<file path="src/hdl/i2c_slave_regs.svh">
// register offsets, field positions, reset values and codes of the i2c slave
`ifndef I2C_SLAVE_REGS_SVH
`define I2C_SLAVE_REGS_SVH

// ************************************************************
// register byte addresses
// ************************************************************
`define OFS_MODE_CTRL     8'h00
`define OFS_STATUS        8'h04
`define OFS_SHIFT_DATA    8'h08
`define OFS_OWN_ADDR      8'h0C
`define OFS_TIMEOUT       8'h10

// ************************************************************
// fields of serial_mode_control
// ************************************************************
`define MODE_HI           7
`define MODE_LO           5
`define DEB_HI            3
`define DEB_LO            2
`define BIT_MODULE_ON     1
`define BIT_SPI_PARTIAL   0

// ************************************************************
// fields of bus_status_flags
// ************************************************************
`define BIT_XFER_DONE     7
`define BIT_ADDR_HIT      6
`define BIT_BUS_BUSY      5
`define BIT_TX_SELECT     4
`define BIT_ACK_OUT       3
`define BIT_HOST_READ     2
`define BIT_WAKE_EN       1
`define BIT_ACK_IN        0

// ************************************************************
// fields of bus_timeout_control
// ************************************************************
`define BIT_TIMEOUT_ON    7
`define BIT_TIMEOUT_FLAG  6

// ************************************************************
// reset values and codes
// ************************************************************
`define RST_MODE          3'h7
`define RST_OWN_ADDR      8'h00
`define MODE_I2C_SLAVE    3'h6
`define DEB_LEN_NONE      3'h0
`define DEB_LEN_TWO       3'h2
`define DEB_LEN_FOUR      3'h4
`define BYTE_BITS         4'h8

`endif

</file>
<file path="src/hdl/i2c_slave_pkg.sv">
// types shared by the i2c slave files
package i2c_slave_pkg;

  // link states of the slave engine
  typedef enum logic [2:0] {
    st_idle,
    st_addr,
    st_addr_ack,
    st_rx,
    st_rx_ack,
    st_tx,
    st_tx_ack,
    st_wait_stop
  } link_state_type;

  typedef logic [2:0] op_mode_type;

endpackage : i2c_slave_pkg

</file>
<file path="src/hdl/clean_line_filter.sv">
// debounce filter for one bus line, length in system clocks
`timescale 1ns/1ps
`default_nettype none
module clean_line_filter #(
  parameter int MAX_LEN = 4
) (
  input  wire logic       pclk,     // system clock
  input  wire logic       presetn,  // async reset, active low
  input  wire logic       line_in,  // raw bus line
  input  wire logic [2:0] len,      // stable cycles needed, 0 = none
  output var  logic       line_out  // filtered line
);

  logic [2:0] cnt;

  // a change passes only once it has held for len clocks
  always_ff @(posedge pclk or negedge presetn)
  begin
    if (!presetn)
    begin
      cnt      <= 3'h0;
      line_out <= 1'b1;
    end
    else if (line_in == line_out)
      cnt <= 3'h0;
    else if (cnt + 3'h1 >= len)
    begin
      line_out <= line_in;
      cnt      <= 3'h0;
    end
    else
      cnt <= cnt + 3'h1;
  end

endmodule : clean_line_filter
`default_nettype wire

</file>
<file path="src/hdl/bus_cond_detect.sv">
// edge, start and stop detection on filtered scl and sda
`timescale 1ns/1ps
`default_nettype none
module bus_cond_detect (
  input  wire logic pclk,     // system clock
  input  wire logic presetn,  // async reset, active low
  input  wire logic scl_f,    // filtered scl
  input  wire logic sda_f,    // filtered sda
  output var  logic scl_rise, // scl rose
  output var  logic scl_fall, // scl fell
  output var  logic start_det,// sda fell, scl high
  output var  logic stop_det  // sda rose, scl high
);

  logic scl_prev;
  logic sda_prev;

  // previous sample of both lines
  always_ff @(posedge pclk or negedge presetn)
  begin
    if (!presetn)
    begin
      scl_prev <= 1'b1;
      sda_prev <= 1'b1;
    end
    else
    begin
      scl_prev <= scl_f;
      sda_prev <= sda_f;
    end
  end

  // both lines are filtered alike so data edges never look like start/stop
  assign scl_rise  = scl_f & ~scl_prev;
  assign scl_fall  = ~scl_f & scl_prev;
  assign start_det = scl_f & scl_prev & sda_prev & ~sda_f;
  assign stop_det  = scl_f & scl_prev & ~sda_prev & sda_f;

endmodule : bus_cond_detect
`default_nettype wire

</file>
<file path="src/hdl/serial_module_i2c_slave.sv">
// i2c slave function of the serial module with its apb register file
//
// Behaviour
// - slave only; master owns the bus
// - scl glitches filtered with system clocks
// - filter length two or four clocks
// - one data register carries all bytes
// - own address bits 7..1, bit 0 free
// - selected when address equals own address
// - mode field decodes; 110 is i2c slave
// - debounce field 00 none, 01 two, 1x four
// - disabled module releases both lines
// - enable rise keeps tx select, ack out
// - enable rise restores flag defaults
// - bit 0 spi partial flag, no effect
// - status register reports link state
// - timeout register: enable, flag, period
// - address match sets hit, raises event
// - eighth address bit gives direction
// - ninth clock ack clears ack flag
// - start condition sets bus busy
//
// Design decisions made here: the placing of the registers and register access over APB.
`include "i2c_slave_regs.svh"
`timescale 1ns/1ps
`default_nettype none
module serial_module_i2c_slave (
  input  wire logic                      pclk,      // system clock, 10 MHz
  input  wire logic                      presetn,   // async reset, active low
  input  wire logic                      psel,      // apb select
  input  wire logic                      penable,   // apb access phase
  input  wire logic                      pwrite,    // apb direction
  input  wire logic [7:0]                paddr,     // apb byte address
  input  wire logic [31:0]               pwdata,    // apb write data
  output var  logic [31:0]               prdata,    // apb read data
  output var  logic                      pready,    // apb ready
  output var  logic                      pslverr,   // apb error
  input  wire logic                      scl_in,    // scl pin level
  output var  logic                      scl_out,   // scl drive value
  output var  logic                      scl_oe_n,  // scl enable, low drives
  input  wire logic                      sda_in,    // sda pin level
  output var  logic                      sda_out,   // sda drive value
  output var  logic                      sda_oe_n,  // sda enable, low drives
  output var  logic                      sim_event, // match or byte done pulse
  output var  i2c_slave_pkg::op_mode_type op_mode   // current mode field
);
  import i2c_slave_pkg::*;

  // ************************************************************
  // register state
  // ************************************************************
  logic [1:0]     glitch_filter_sel;
  logic           module_on;
  logic           spi_partial_flag;
  logic           xfer_done_flag;
  logic           addr_hit_flag;
  logic           bus_busy_flag;
  logic           slave_tx_select;
  logic           ack_out_ctrl;
  logic           host_read_flag;
  logic           addr_wake_en;
  logic           ack_in_flag;
  logic [7:0]     shift_data;
  logic [7:0]     own_slave_address;
  logic [7:0]     bus_timeout_control;
  logic           on_prev;
  link_state_type state;
  logic [7:0]     shreg;
  logic [3:0]     bit_cnt;
  logic [2:0]     deb_len;
  logic           scl_f;
  logic           sda_f;
  logic           scl_rise;
  logic           scl_fall;
  logic           start_det;
  logic           stop_det;

  // ************************************************************
  // apb decode
  // ************************************************************
  logic wr;
  logic rd_setup;
  logic mapped;
  assign wr       = psel & penable & pwrite;
  assign rd_setup = psel & ~penable & ~pwrite;
  assign mapped   = paddr == `OFS_MODE_CTRL || paddr == `OFS_STATUS ||
                    paddr == `OFS_SHIFT_DATA || paddr == `OFS_OWN_ADDR ||
                    paddr == `OFS_TIMEOUT;
  // zero wait states; unmapped addresses answer with an error
  assign pready  = 1'b1;
  assign pslverr = psel & penable & ~mapped;

  logic wr_mode;
  logic wr_stat;
  logic wr_data;
  assign wr_mode = wr && paddr == `OFS_MODE_CTRL;
  assign wr_stat = wr && paddr == `OFS_STATUS;
  assign wr_data = wr && paddr == `OFS_SHIFT_DATA;

  // ************************************************************
  // mode and line conditioning
  // ************************************************************
  logic active;
  logic on_rise;
  // i2c engine runs only in mode 110 with the module on
  assign active  = module_on && op_mode == `MODE_I2C_SLAVE;
  assign on_rise = module_on & ~on_prev;

  // debounce length: only meaningful in i2c mode
  assign deb_len = glitch_filter_sel[1] ? `DEB_LEN_FOUR :
                   glitch_filter_sel[0] ? `DEB_LEN_TWO : `DEB_LEN_NONE;

  // sda shares the scl filter length so edges keep their order
  clean_line_filter #(.MAX_LEN(4)) u_scl_filt (
    .pclk     (pclk),
    .presetn  (presetn),
    .line_in  (scl_in),
    .len      (deb_len),
    .line_out (scl_f)
  );
  clean_line_filter #(.MAX_LEN(4)) u_sda_filt (
    .pclk     (pclk),
    .presetn  (presetn),
    .line_in  (sda_in),
    .len      (deb_len),
    .line_out (sda_f)
  );
  bus_cond_detect u_cond (
    .pclk      (pclk),
    .presetn   (presetn),
    .scl_f     (scl_f),
    .sda_f     (sda_f),
    .scl_rise  (scl_rise),
    .scl_fall  (scl_fall),
    .start_det (start_det),
    .stop_det  (stop_det)
  );

  // ************************************************************
  // engine events
  // ************************************************************
  logic addr_done;
  logic match;
  logic rx_done;
  logic tx_done;
  logic ack_rise;
  logic byte_begin;
  assign addr_done  = active && state == st_addr && scl_fall && bit_cnt == `BYTE_BITS;
  assign match      = addr_done && shreg[7:1] == own_slave_address[7:1];
  assign rx_done    = active && state == st_rx && scl_fall && bit_cnt == `BYTE_BITS;
  assign tx_done    = active && state == st_tx && scl_fall && bit_cnt == 4'h7;
  assign ack_rise   = active && state == st_tx_ack && scl_rise;
  assign byte_begin = active && scl_rise && bit_cnt == 4'h0 &&
                      (state == st_addr || state == st_rx || state == st_tx);

  // ************************************************************
  // control registers written by software
  // ************************************************************
  always_ff @(posedge pclk or negedge presetn)
  begin
    if (!presetn)
    begin
      op_mode             <= `RST_MODE;
      glitch_filter_sel   <= 2'h0;
      module_on           <= 1'b0;
      spi_partial_flag    <= 1'b0;
      slave_tx_select     <= 1'b0;
      ack_out_ctrl        <= 1'b0;
      addr_wake_en        <= 1'b0;
      own_slave_address   <= `RST_OWN_ADDR;
      bus_timeout_control <= 8'h00;
      on_prev             <= 1'b0;
    end
    else
    begin
      on_prev <= module_on;
      if (wr_mode)
      begin
        op_mode           <= pwdata[`MODE_HI:`MODE_LO];
        glitch_filter_sel <= pwdata[`DEB_HI:`DEB_LO];
        module_on         <= pwdata[`BIT_MODULE_ON];
        spi_partial_flag  <= pwdata[`BIT_SPI_PARTIAL];
      end
      // only software moves these; enabling leaves them as they were
      if (wr_stat)
      begin
        slave_tx_select <= pwdata[`BIT_TX_SELECT];
        ack_out_ctrl    <= pwdata[`BIT_ACK_OUT];
        addr_wake_en    <= pwdata[`BIT_WAKE_EN];
      end
      if (wr && paddr == `OFS_OWN_ADDR)
        own_slave_address <= pwdata[7:0];
      if (wr && paddr == `OFS_TIMEOUT)
        bus_timeout_control <= pwdata[7:0];
    end
  end

  // ************************************************************
  // status flags set by the link
  // ************************************************************
  always_ff @(posedge pclk or negedge presetn)
  begin
    if (!presetn)
    begin
      xfer_done_flag <= 1'b1;
      addr_hit_flag  <= 1'b0;
      bus_busy_flag  <= 1'b0;
      host_read_flag <= 1'b0;
      ack_in_flag    <= 1'b1;
    end
    else if (on_rise || !active)
    begin
      // defaults on enable, and held idle outside i2c mode
      xfer_done_flag <= 1'b1;
      addr_hit_flag  <= 1'b0;
      bus_busy_flag  <= 1'b0;
      host_read_flag <= 1'b0;
      ack_in_flag    <= 1'b1;
    end
    else
    begin
      if (start_det)
      begin
        bus_busy_flag <= 1'b1;
        addr_hit_flag <= 1'b0;
      end
      else if (stop_det)
        bus_busy_flag <= 1'b0;
      if (byte_begin)
        xfer_done_flag <= 1'b0;
      if (addr_done || rx_done || tx_done)
        xfer_done_flag <= 1'b1;
      if (match)
      begin
        addr_hit_flag  <= 1'b1;
        host_read_flag <= shreg[0];
      end
      if (ack_rise)
        ack_in_flag <= sda_f;
    end
  end

  // event pulse toward the module interrupt
  always_ff @(posedge pclk or negedge presetn)
  begin
    if (!presetn)
      sim_event <= 1'b0;
    else
      sim_event <= match | rx_done | tx_done;
  end

  // ************************************************************
  // shared data register, no reset value
  // ************************************************************
  // a received byte beats a software write in the same cycle
  always_ff @(posedge pclk)
  begin
    if (rx_done)
      shift_data <= shreg;
    else if (wr_data)
      shift_data <= pwdata[7:0];
  end

  // ************************************************************
  // slave engine
  // ************************************************************
  // no clock stretching: transmit data must be in place before the
  // master clocks the byte out
  always_ff @(posedge pclk or negedge presetn)
  begin
    if (!presetn)
    begin
      state    <= st_idle;
      shreg    <= 8'h00;
      bit_cnt  <= 4'h0;
      sda_oe_n <= 1'b1;
    end
    else if (!active)
    begin
      state    <= st_idle;
      bit_cnt  <= 4'h0;
      sda_oe_n <= 1'b1;
    end
    else if (start_det)
    begin
      state    <= st_addr;
      bit_cnt  <= 4'h0;
      sda_oe_n <= 1'b1;
    end
    else if (stop_det)
    begin
      state    <= st_idle;
      sda_oe_n <= 1'b1;
    end
    else
    begin
      unique case (state)
        st_idle, st_wait_stop:
          sda_oe_n <= 1'b1;
        st_addr, st_rx:
          if (scl_rise && bit_cnt != `BYTE_BITS)
          begin
            shreg   <= {shreg[6:0], sda_f}; // msb first
            bit_cnt <= bit_cnt + 4'h1;
          end
          else if (scl_fall && bit_cnt == `BYTE_BITS)
          begin
            bit_cnt <= 4'h0;
            if (state == st_rx)
            begin
              state    <= st_rx_ack;
              sda_oe_n <= ack_out_ctrl;
            end
            else if (match)
            begin
              state    <= st_addr_ack;
              sda_oe_n <= 1'b0;
            end
            else
              state <= st_wait_stop;
          end
        st_addr_ack, st_rx_ack:
          if (scl_fall)
          begin
            bit_cnt <= 4'h0;
            if (state == st_addr_ack && host_read_flag)
            begin
              state    <= st_tx;
              shreg    <= shift_data;
              sda_oe_n <= shift_data[7];
            end
            else
            begin
              state    <= st_rx;
              sda_oe_n <= 1'b1;
            end
          end
        st_tx:
          if (scl_fall)
          begin
            bit_cnt <= bit_cnt + 4'h1;
            if (bit_cnt == 4'h7)
            begin
              state    <= st_tx_ack;
              sda_oe_n <= 1'b1;
            end
            else
            begin
              sda_oe_n <= shreg[6];
              shreg    <= {shreg[6:0], 1'b0};
            end
          end
        st_tx_ack:
          if (scl_fall)
          begin
            bit_cnt <= 4'h0;
            if (!ack_in_flag)
            begin
              state    <= st_tx;
              shreg    <= shift_data;
              sda_oe_n <= shift_data[7];
            end
            else
              state <= st_wait_stop;
          end
      endcase
    end
  end

  // open drain: only ever pull low; scl is never held
  assign sda_out  = 1'b0;
  assign scl_out  = 1'b0;
  assign scl_oe_n = 1'b1;

  // ************************************************************
  // apb read data
  // ************************************************************
  always_ff @(posedge pclk or negedge presetn)
  begin
    if (!presetn)
      prdata <= 32'h0;
    else if (rd_setup)
    begin
      unique case (paddr)
        `OFS_MODE_CTRL:
          prdata <= {24'h0, op_mode, 1'b0, glitch_filter_sel, module_on, spi_partial_flag};
        `OFS_STATUS:
          prdata <= {24'h0, xfer_done_flag, addr_hit_flag, bus_busy_flag, slave_tx_select,
                     ack_out_ctrl, host_read_flag, addr_wake_en, ack_in_flag};
        `OFS_SHIFT_DATA: prdata <= {24'h0, shift_data};
        `OFS_OWN_ADDR:   prdata <= {24'h0, own_slave_address};
        `OFS_TIMEOUT:    prdata <= {24'h0, bus_timeout_control};
        default:         prdata <= 32'h0;
      endcase
    end
  end

  // ************************************************************
  // checks
  // ************************************************************
  chk_idle_release: assert property (@(posedge pclk) disable iff (!presetn)
    !active |=> sda_oe_n) else $error("sda driven while inactive");
  chk_enable_defaults: assert property (@(posedge pclk) disable iff (!presetn)
    on_rise |=> xfer_done_flag && ack_in_flag && !addr_hit_flag && !bus_busy_flag
    && !host_read_flag) else $error("flags not restored on enable");
  chk_enable_keeps: assert property (@(posedge pclk) disable iff (!presetn)
    on_rise && !wr_stat |=> slave_tx_select == $past(slave_tx_select)
    && ack_out_ctrl == $past(ack_out_ctrl)) else $error("control bits lost on enable");
  chk_start_busy: assert property (@(posedge pclk) disable iff (!presetn)
    active && start_det && !on_rise |=> bus_busy_flag) else $error("start missed");
  chk_match_hit: assert property (@(posedge pclk) disable iff (!presetn)
    match && !on_rise |=> addr_hit_flag && sim_event) else $error("hit not set");
  chk_rw_capture: assert property (@(posedge pclk) disable iff (!presetn)
    match && !on_rise |=> host_read_flag == $past(shreg[0]) && state == st_addr_ack
    && !sda_oe_n) else $error("direction or ack wrong");
  chk_ack_sample: assert property (@(posedge pclk) disable iff (!presetn)
    ack_rise && !on_rise |=> ack_in_flag == $past(sda_f)) else $error("ack not sampled");
  chk_rx_store: assert property (@(posedge pclk) disable iff (!presetn)
    rx_done |=> shift_data == $past(shreg) && xfer_done_flag) else $error("byte not stored");
  chk_spi_idle: assert property (@(posedge pclk) disable iff (!presetn)
    module_on && op_mode != `MODE_I2C_SLAVE |=> ##1 !bus_busy_flag && state == st_idle)
    else $error("engine busy in spi mode");

  cov_addr_match: cover property (@(posedge pclk) disable iff (!presetn) match);
  cov_rx_byte: cover property (@(posedge pclk) disable iff (!presetn) rx_done);
  cov_tx_nack: cover property (@(posedge pclk) disable iff (!presetn)
    ack_rise && sda_f);

endmodule : serial_module_i2c_slave
`default_nettype wire

</file>
<file path="config.mk">
export PLATFORM = sky130hd
export DESIGN_NAME = serial_module_i2c_slave
export DESIGN_NICKNAME = d
export VERILOG_FILES = /design/src/hdl/i2c_slave_pkg.sv /design/src/hdl/clean_line_filter.sv /design/src/hdl/bus_cond_detect.sv /design/src/hdl/serial_module_i2c_slave.sv
export VERILOG_INCLUDE_DIRS = /design/src /design/src/hdl
export SDC_FILE = /design/constraint.sdc
export NUM_CORES = 1
export LEC_CHECK = 0
export ABC_AREA = 1
export BUFFER_PORTS_ARGS = -buffer_cell sky130_fd_sc_hd__buf_2
export CORE_MARGIN = 4
export CORE_UTILIZATION = 40
export CTS_BUF_LIST = sky130_fd_sc_hd__clkbuf_8 sky130_fd_sc_hd__clkbuf_16
export CTS_CLUSTER_DIAMETER = 50
export DETAILED_ROUTE_END_ITERATION = 6
export SYNTH_ARGS = -nofsm -noshare
export SYNTH_HDL_FRONTEND = slang
export SYNTH_SLANG_ARGS = --single-unit
export TNS_END_PERCENT = 1
</file>
<file path="constraint.sdc">
create_clock -name pclk -period 3 [get_ports pclk]
set_input_delay 0.6 -clock pclk [delete_from_list [all_inputs] [get_ports pclk]]
set_output_delay 0.6 -clock pclk [all_outputs]
set_load 0.03 [all_outputs]
</file>
==> results.yml, run 1 <==
timing:
  finalSetupTns_ns: 0
  tightestPinTransition_ns: 0.893
  finalHoldWorstSlack_ns: 0.161
  fmaxAchievable_mhz: 413
  drv_slew: 0
  setup_violations: 0
  min_period_ns: 2.42
  fin_crit_sh_pct: 80.6
  finClkSkew_ns: 0.0109
  hold_viol: 0
  slew_headroom_pct: 40.0
  rsz0062_at_grt: "false"
grt:
  grt_max_degree: 31
  antenna_found_initial: 0
  use_met2_pct: 27.6
  grt_use_met1_pct: 21.6
  grt-ovfl-total: 0
  grt_pass1_wl_um: 17000
  grt_pass1_vias: 3420
  busiest_layer: "met2"
  grtUsageMet3_pct: 4.64
  track_usage_pct: 16.9
cells_and_area:
  final_nets: 648
  nFillCells: 1029
  area_delta_synth_final_pct: 11.3
  multiInputGateArea_sq_um: 2030
  final_area_sq_um: 4870
  drive_gt1_share_pct: 19.6
  antenna_cells: 0
  regArea_sq_um: 1930
  instances_no_fill: 734
synthesis:
  synth_simple_gate_area_share_pct: 27.5
  synth_edf_count: 8
  synth_seq_area_share_pct: 44.1
  synth_compound_area_share_pct: 12.9
  ys.flop_type: "dfrtp_1"
  synth_xor_xnor_area_share_pct: 1.20
  synth.mux.area_fraction_pct: 0
  async_reset_ff_share_pct: 89.3
  synthAdderAreaFrac_pct: 2.29
  synth_cell_types: 45
  synth_area_sq_um: 4380
  yosys_warnings: 0
  ys_ff_latch: 75
  synth_top_family_by_area: "simple AND/OR/NAND/NOR gates"
  synthCells: 553
  syn_avg_cell_area_sq_um: 7.91
floorplanning:
  coreArea_sq_um: 10500
  die_h_um: 113
  die_area_sq_um: 12700
  io_pins: 89
  dieWidth_um: 113
  initial_core_util_pct: 41.6
  core.rowCount: 37
clock_tree:
  cts.clk_slew.worst_paths_ns: 0.08
  clockBufferDepth: 2
  cts_tree: "yes"
  htreeDepth: 3
  cts_setup_buffers: 0
  clock-sinks: 75
  clock_latency_ns: 0.36
  cts_resized: 0
  cts_hold_buf: 0
  cts_root_buffer: "clkbuf_8"
  cts_made_buffers: 9
routing:
  postRouteAntennaNets: 0
  drc: 0
  drt-total-wl_um: 10400
  drtIter0Drc: 143
  viasPerCell: 4.89
  vias: 3592
  first_pass_iters: 4
  drt-wirelength-per-cell_um: 14.2
setup_path:
  ff2ff_setup_slack_ns: 0.96
  arrival_ns: 1.82
  r2r_cells: 6
  r2r_end: "shift_data[3]"
  end_kind: "output pin"
  path_class: "primary input to output pin"
  crit_fanout: 13
  start_kind: "primary input"
  r2r-start: "bit_cnt[0]"
  crit_required_ns: 2.40
place:
  dp_hpwl_um: 7920
  portBuffers: 36
  place_area_sq_um: 4580
  dp_cells: 718
  gp_congestion: 0.869
power_and_ir_drop:
  total_power_mw: 2.39
  ir_worst_vdd_v: 0.000360
  p_per_area_nw_per_um2: 491
  leakage_nw: 2.44
run:
  cap_violations: 0
worst_hold_path:
  hp-class: "primary input to async pin"
run_status:
  status: "completed"
==> cell type report <==
cell class	count	area share, %
tap	136	3.49
inverter	66	5.11
clock inverter	5	2.65
sequential	75	39.6
clock buffer	11	3.34
multi-input combinational	402	41.6
timing repair buffer	39	4.16
==> registers in the layout, indices dropped and copies added (netlist names), 2 cells and up <==
name and count:
bus_timeout_control 8, shreg 8, prdata 8, u_sda_filt.cnt 3
state 3, u_scl_filt.cnt 3, bit_cnt 4, own_slave_address 8
glitch_filter_sel 2, shift_data 8, op_mode 3
==> report_power, final <==
part / total, mW / internal (mW) / switching [mW]
clock network: 1.11 / 0.713 / 0.398
registers: 1.07 / 1.05 / 0.0169
logic: 0.214 / 0.0560 / 0.158
==> worst max-delay path, stage by stage <==
cell and delay, ns:
buf_2 0.10, nor2_1 0.12, nand3_1 0.11, inv_1 0.28, nand2_1 0.25, nand3_1 0.15, nor2_1 0.04, buf_2 0.17
==> cell usage in the layout (no fill, tap or decap), types with 4 or more instances in the layout <==
cell type,n
a21oi_1,16
buf_2,36
bufinv_16,4
clkbuf_8,10
conb_1,28
dfrtp_1,57
dfstp_2,10
edfxtp_1,8
ha_1,8
inv_1,55
inv_2,10
nand2_1,158
nand2_2,11
nand3_1,24
nand4_1,5
nor2_1,32
nor3_1,6
o21ai_0,42
o21ai_1,21
o21ai_2,9
or2_2,6
xnor2_1,4
==> per-layer routing <==
| metal | wire, um | up-vias |
|---|---|---|
| li1 | - | 1790 |
| met1 | 4690 | 1700 |
| met2 | 5010 | 87 |
| met3 | 575 | 15 |
| met4 | 163 | 0 |
| met5 | 0 | - |
==> cells in the mapped netlist (2+ instances only) <==
master	count	area, sq um
nand2_1	158	593
dfrtp_1	57	1430
inv_1	55	206
o21ai_0	42	210
nor2_1	32	120
buf_4	29	218
nand3_1	24	120
o21ai_1	21	105
a21oi_1	16	80.1
nand2_2	11	68.8
dfstp_2	10	263
inv_2	10	37.5
o21ai_2	9	78.8
edfxtp_1	8	240
ha_1	8	100
nor3_1	6	30.0
or2_2	6	37.5
nand4_1	5	31.3
buf_2	4	20.0
xnor2_1	4	35.0
a21boi_0	3	22.5
a21boi_1	3	22.5
nand3_2	3	30.0
nor2_2	3	18.8
nor2_4	3	33.8
conb_1	2	7.51
nor2_8	2	40.0
xor2_1	2	17.5
==> per-stage QoR <==
step / setup slack [ns] / utilization (%)
after floorplan: 0.817 / -
after global placement: 0.598 / 43.6
after detailed placement: 0.593 / 43.6
after CTS: 0.577 / 46.4
after global routing: 0.472 / 46.4
final: 0.581 / 46.4
==> worst max path at each step <==
stage                        start  endpoint  cells past startpoint
after CTS                 paddr[5]   pslverr                      8
after detailed placement  paddr[5]   pslverr                      8
after floorplan           paddr[4]   pslverr                      7
final                     paddr[5]   pslverr                      8
after global placement    paddr[5]   pslverr                      8
after global routing      paddr[5]   pslverr                      8
==> cell families (layout without fill, tap and decap cells) <==
kind of cell | count (synthesis) | after routing
AO/OA/AOI/OAI | 100 | 100
adder cells (fa/ha/maj) | 8 | 8
XOR/XNOR | 6 | 6
flip-flops | 75 | 75
buffers and inverters | 102 | 121
AND/OR/NAND/NOR | 260 | 260
other | 2 | 28
Note: power is estimated with default switching activity, not from simulation.
==> run 2: changes to the inputs <==
==> constraint.sdc (replaced) <==
create_clock -name pclk -period 2.3 [get_ports pclk]
set_input_delay 0.46 -clock pclk [delete_from_list [all_inputs] [get_ports pclk]]
set_output_delay 0.46 -clock pclk [all_outputs]
set_load 0.03 [all_outputs]
==> run 2 against run 1 <==
  * Sequential power up 30%
  * Clock skew about the same
  * Via count down 0.84%
  * Routed wire length down 0.12%
  * Clock power down 18%
  * Critical path depth unchanged
  * Final area down 1.6%
  * Setup slack worse by 0.36 ns
  * Worst hold slack worse by 0.091 ns
  * Largest cell class unchanged
==> results.yml, run 2 (synthesis gave the netlist of run 1 again) <==
setup_path:
  crit_cells: 8
  path_class: "primary input to output pin"
  crit_fanout: 7
  cp_common_cell: "nor2_1"
  r2r-start: "u_sda_filt.line_out"
  ff2ff_setup_slack_ns: 0.51
  crit_required_ns: 1.84
  slowest_stage: "nor2_1"
  start_kind: "primary input"
  max_stage_delay_ns: 0.23
  end_kind: "output pin"
  r2r_end: "shreg[4]"
  arrival_ns: 1.61
  worstPathCellList: "buf_2, nor2_1, nand2_1, nor2_1, nand2_1, nand3_1, nor2_1, buf_2"
  cp.buffers_inverters: 2
  cp_top_family: "simple AND/OR/NAND/NOR gates"
  endpoint: "pslverr"
  startpoint: "paddr[1]"
  r2r_cells: 7
timing:
  slew_headroom_pct: 64.8
  finClkSkew_ns: 0.0106
  tightestPinTransition_ns: 0.528
  drv_slew: 0
  setup_violations: 0
  fin_crit_sh_pct: 90.2
  min_period_ns: 2.07
  hold_viol: 0
  fmaxAchievable_mhz: 482
  finalSetupTns_ns: 0
  rsz0062_at_grt: "false"
clock_tree:
  cts_hold_buf: 0
  clock_latency_ns: 0.36
  cts_resized: 0
  clock-sinks: 75
  cts_setup_buffers: 0
  cts_root_buffer: "clkbuf_8"
  cts_made_buffers: 9
  htreeDepth: 3
  cts.clk_slew.worst_paths_ns: 0.08
  clockBufferDepth: 2
  cts_tree: "yes"
cells_and_area:
  final_nets: 652
  utilization_pct: 45.6
  instances_no_fill: 738
  drive_gt1_share_pct: 19.9
  area_delta_synth_final_pct: 9.52
  antenna_cells: 0
  layout_commonest_cell: "nand2_1"
  final_cell_mix: "158 x nand2_1, 57 x dfrtp_1, 56 x inv_1"
power_and_ir_drop:
  cellInternalPower_mw: 1.86
  p_switching_mw: 0.724
  p_comb_share_pct: 11.1
  seqPwrFrac_pct: 53.9
  leakage_nw: 2.41
  p_per_area_nw_per_um2: 539
  p_sw_share_pct: 28.0
  total_power_mw: 2.58
  pwr-share-clk_pct: 35.1
  ir_worst_vdd_v: 0.000434
place:
  dp_cells: 722
  dp_hpwl_um: 8050
  portBuffers: 36
  gp_congestion: 0.877
routing:
  viasPerCell: 4.83
  vias: 3562
  drt-total-wl_um: 10400
  postRouteAntennaNets: 0
  drc: 0
  drtIter0Drc: 209
  first_pass_iters: 4
  drt-wirelength-per-cell_um: 14.1
grt:
  track_usage_pct: 17.2
  grt_pass1_vias: 3494
  grt_pass1_wl_um: 17300
  grt_max_degree: 29
  grt-ovfl-total: 0
  antenna_found_initial: 0
floorplanning:
  coreArea_sq_um: 10500
  die_h_um: 113
  io_pins: 89
  initial_core_util_pct: 41.6
  dieWidth_um: 113
  core.rowCount: 37
  die_area_sq_um: 12700
run_status:
  status: "completed"
run:
  cap_violations: 0
worst_hold_path:
  hp-class: "primary input to async pin"
-- run 2: final cells by class --
| cell class | count | area (sq um) |
|---|---|---|
| fillers | 1037 | 5720 |
| multi-input cells | 402 | 2030 |
| flip-flops and latches | 75 | 1930 |
| inverters | 66 | 249 |
| repair buffers | 43 | 245 |
| well taps | 136 | 170 |
| clock buffers | 10 | 138 |
| clock inverters | 6 | 33.8 |
-- run 2: per-layer routing --
metal | wire length (um) | track usage (%) | vias up
met5 | 0 | 0 | -
met4 | 168 | 5.45 | 0
met3 | 477 | 4.64 | 13
met2 | 5030 | 28.1 | 76
met1 | 4750 | 22.2 | 1678
li1 | - | - | 1795
-- run 2: worst min path at each step --
stage,startpoint,to,slack (ns),depth (start not counted)
after global placement,u_scl_filt.line_out,u_cond.scl_prev,0.39,0
final,presetn,u_sda_filt.cnt[1],0.07,1
after detailed placement,u_scl_filt.line_out,u_cond.scl_prev,0.39,0
after CTS,presetn,u_sda_filt.cnt[1],0.07,1
after global routing,presetn,bus_busy_flag,0.1,1
after floorplan,presetn,ack_out_ctrl,0.16,0
-- run 2: worst register-to-register path, stage by stage (launching register included) --
cell     delay [ns]
dfstp_2        0.59
nor2_1         0.06
nand2_1        0.26
nand3_2        0.18
nor2_4         0.15
nand3_4        0.23
nand2_1        0.16
o21ai_2        0.06
-- run 2: stage by stage --
stage               setup WS, ns  hold WS, ns  area [sq um]
floorplan                  0.397        0.164          4470
CTS                        0.247       0.0688          4790
global placement           0.290        0.386          4620
detailed placement         0.243        0.386          4620
global route               0.113       0.0988          4790
finish                     0.226       0.0709          4790
-- run 2: power groups by stage --
stage / Sequential, mW / Clock (mW) / Combinational (mW)
6_report: 1.39 / 0.906 / 0.286
5_1_grt: 1.40 / 1.01 / 0.313
4_1_cts: 1.39 / 0.950 / 0.288
3_5_place_dp: 1.42 / 0 / 0.287
3_3_place_gp: 1.42 / 0 / 0.283
2_1_floorplan: 1.46 / 0 / 0.182
==> run 3: changes to the inputs <==
==> constraint.sdc (replaced) <==
create_clock -name pclk -period 2.3 [get_ports pclk]
set_input_delay 0.345 -clock pclk [delete_from_list [all_inputs] [get_ports pclk]]
set_output_delay 0.345 -clock pclk [all_outputs]
set_load 0.03 [all_outputs]
==> run 3 against run 2 <==
  * The flow now finishes with violations (hold timing)
  * Global-route usage fell by 0.33 points
  * Clock power rose by 11%
  * Clock skew up 0.0019 ns
  * Core utilization increased by 0.083 points
  * Sequential power about the same
  * Power grew 4.1%
  * Routed wire length is 2.1% lower
  * Largest power group unchanged
==> results.yml, run 3 (synthesis gave the netlist of run 1 again) <==
cells_and_area:
  regArea_sq_um: 1930
  multiInputGateArea_sq_um: 2030
  antenna_cells: 0
  final_cell_mix: "158 x nand2_1, 57 x dfrtp_1, 56 x inv_1"
  final_area_sq_um: 4800
  nFillCells: 1053
  layout_commonest_cell: "nand2_1"
  final_nets: 650
  drive_gt1_share_pct: 19.7
  utilization_pct: 45.7
  area_delta_synth_final_pct: 9.72
clock_tree:
  cts_root_buffer: "clkbuf_8"
  clock-sinks: 75
  htreeDepth: 3
  cts.clk_slew.worst_paths_ns: 0.09
  clockBufferDepth: 2
  cts_made_buffers: 9
  clock_latency_ns: 0.35
  cts_setup_buffers: 0
  cts_hold_buf: 0
  cts_resized: 0
  cts_tree: "yes"
grt:
  grt_max_degree: 68
  grt_pass1_wl_um: 17100
  antenna_found_initial: 0
  grt-ovfl-total: 0
  grt_pass1_vias: 3376
  track_usage_pct: 16.9
power_and_ir_drop:
  total_power_mw: 2.69
  cellInternalPower_mw: 1.95
  p_sw_share_pct: 27.7
  p_comb_share_pct: 10.5
  ir_worst_vdd_v: 0.000343
  p_per_area_nw_per_um2: 560
  p_switching_mw: 0.744
  pwr-share-clk_pct: 37.7
  leakage_nw: 2.41
  seqPwrFrac_pct: 51.8
run:
  cap_violations: 0
place:
  dp_hpwl_um: 7850
  gp_congestion: 0.832
  place_area_sq_um: 4610
  portBuffers: 36
  place_ws_ns: 0.357
routing:
  drt-wirelength-per-cell_um: 13.9
  drt-total-wl_um: 10200
  viasPerCell: 4.80
  postRouteAntennaNets: 0
  first_pass_iters: 4
  vias: 3535
  drtIter0Drc: 170
  drc: 0
timing:
  fmaxAchievable_mhz: 512
  finalHoldWorstSlack_ns: -0.0177
  fin_ws_ns: 0.349
  hold_viol: 6
  finalSetupTns_ns: 0
  drv_slew: 0
  setup_violations: 0
  fin_crit_sh_pct: 84.8
  rsz0062_at_grt: "false"
  finClkSkew_ns: 0.0125
  min_period_ns: 1.95
setup_path:
  r2r_cells: 7
  worstPathCellList: "buf_2, nor2_1, nand3_1, inv_1, nand2_1, nand3_1, nor2_1, buf_2"
  cp_top_family: "simple AND/OR/NAND/NOR gates"
  r2r_end: "shreg[5]"
  r2r-start: "u_sda_filt.line_out"
  end_kind: "output pin"
  crit_fanout: 13
  ff2ff_setup_slack_ns: 0.51
  path_class: "primary input to output pin"
  arrival_ns: 1.61
  slowest_stage: "inv_1"
  start_kind: "primary input"
  cp.buffers_inverters: 3
  max_stage_delay_ns: 0.31
  crit_required_ns: 1.96
run_status:
  violations: "hold timing"
  status: "complete, but fails checks"
floorplanning:
  die_area_sq_um: 12700
  initial_core_util_pct: 41.6
  die_h_um: 113
  coreArea_sq_um: 10500
  core.rowCount: 37
  io_pins: 89
  dieWidth_um: 113
worst_hold_path:
  hp-class: "primary input to async pin"
## run 3: changes by cell type in the layout (fill, tap and decap cells not counted)
| cell | change |
|---|---|
| buf_4 | -2 |
| clkinv_4 | +2 |
| clkbuf_8 | -1 |
| clkinv_2 | -2 |
| bufinv_16 | +1 |
## run 3: how the worst max path moves through the flow
stage	cells past startpoint	end	startpoint	slack, ns
floorplan	5	shift_data[0]	op_mode[1]	0.48
global placement	8	pslverr	paddr[5]	0.39
detailed placement	8	pslverr	paddr[5]	0.36
CTS	8	pslverr	paddr[5]	0.36
global route	8	pslverr	paddr[5]	0.16
finish	8	pslverr	paddr[5]	0.35
## run 3: layout make-up
class	count	area share (%)
inverters	66	5.18
well taps	136	3.54
repair buffers	41	4.79
clock buffers	9	2.58
multi-input cells	402	42.2
flip-flops and latches	75	40.2
clock inverters	7	1.49
## run 3: per-stage QoR
step | cells | hold slack [ns]
final | 736 | -0.0177
after detailed placement | 720 | 0.393
after floorplan | 579 | 0.0494
after CTS | 736 | 0.00568
after global placement | 720 | 0.387
after global routing | 736 | 0.0134
## run 3: power by group through the flow
stage	clock network (mW)	logic (mW)	registers, mW
after detailed placement	0	0.285	1.42
after global placement	0	0.281	1.42
after CTS	1.05	0.286	1.39
after floorplan	0	0.182	1.46
after global routing	1.11	0.310	1.40
final	1.01	0.283	1.39
## run 3: worst reg2reg max path, stage by stage (launching register included)
cell	delay (ns)
dfstp_2	0.59
nor2_1	0.07
nand2_1	0.24
nand3_2	0.18
nor2_4	0.16
nand3_4	0.23
nand2_1	0.14
o21ai_2	0.06
## run 3: layer usage
| layer | routed length (um) | GRT usage, % |
|---|---|---|
| met5 | 0 | 0 |
| met4 | 128 | 4.01 |
| met3 | 422 | 4.15 |
| met2 | 4990 | 28.2 |
| met1 | 4680 | 22.1 |
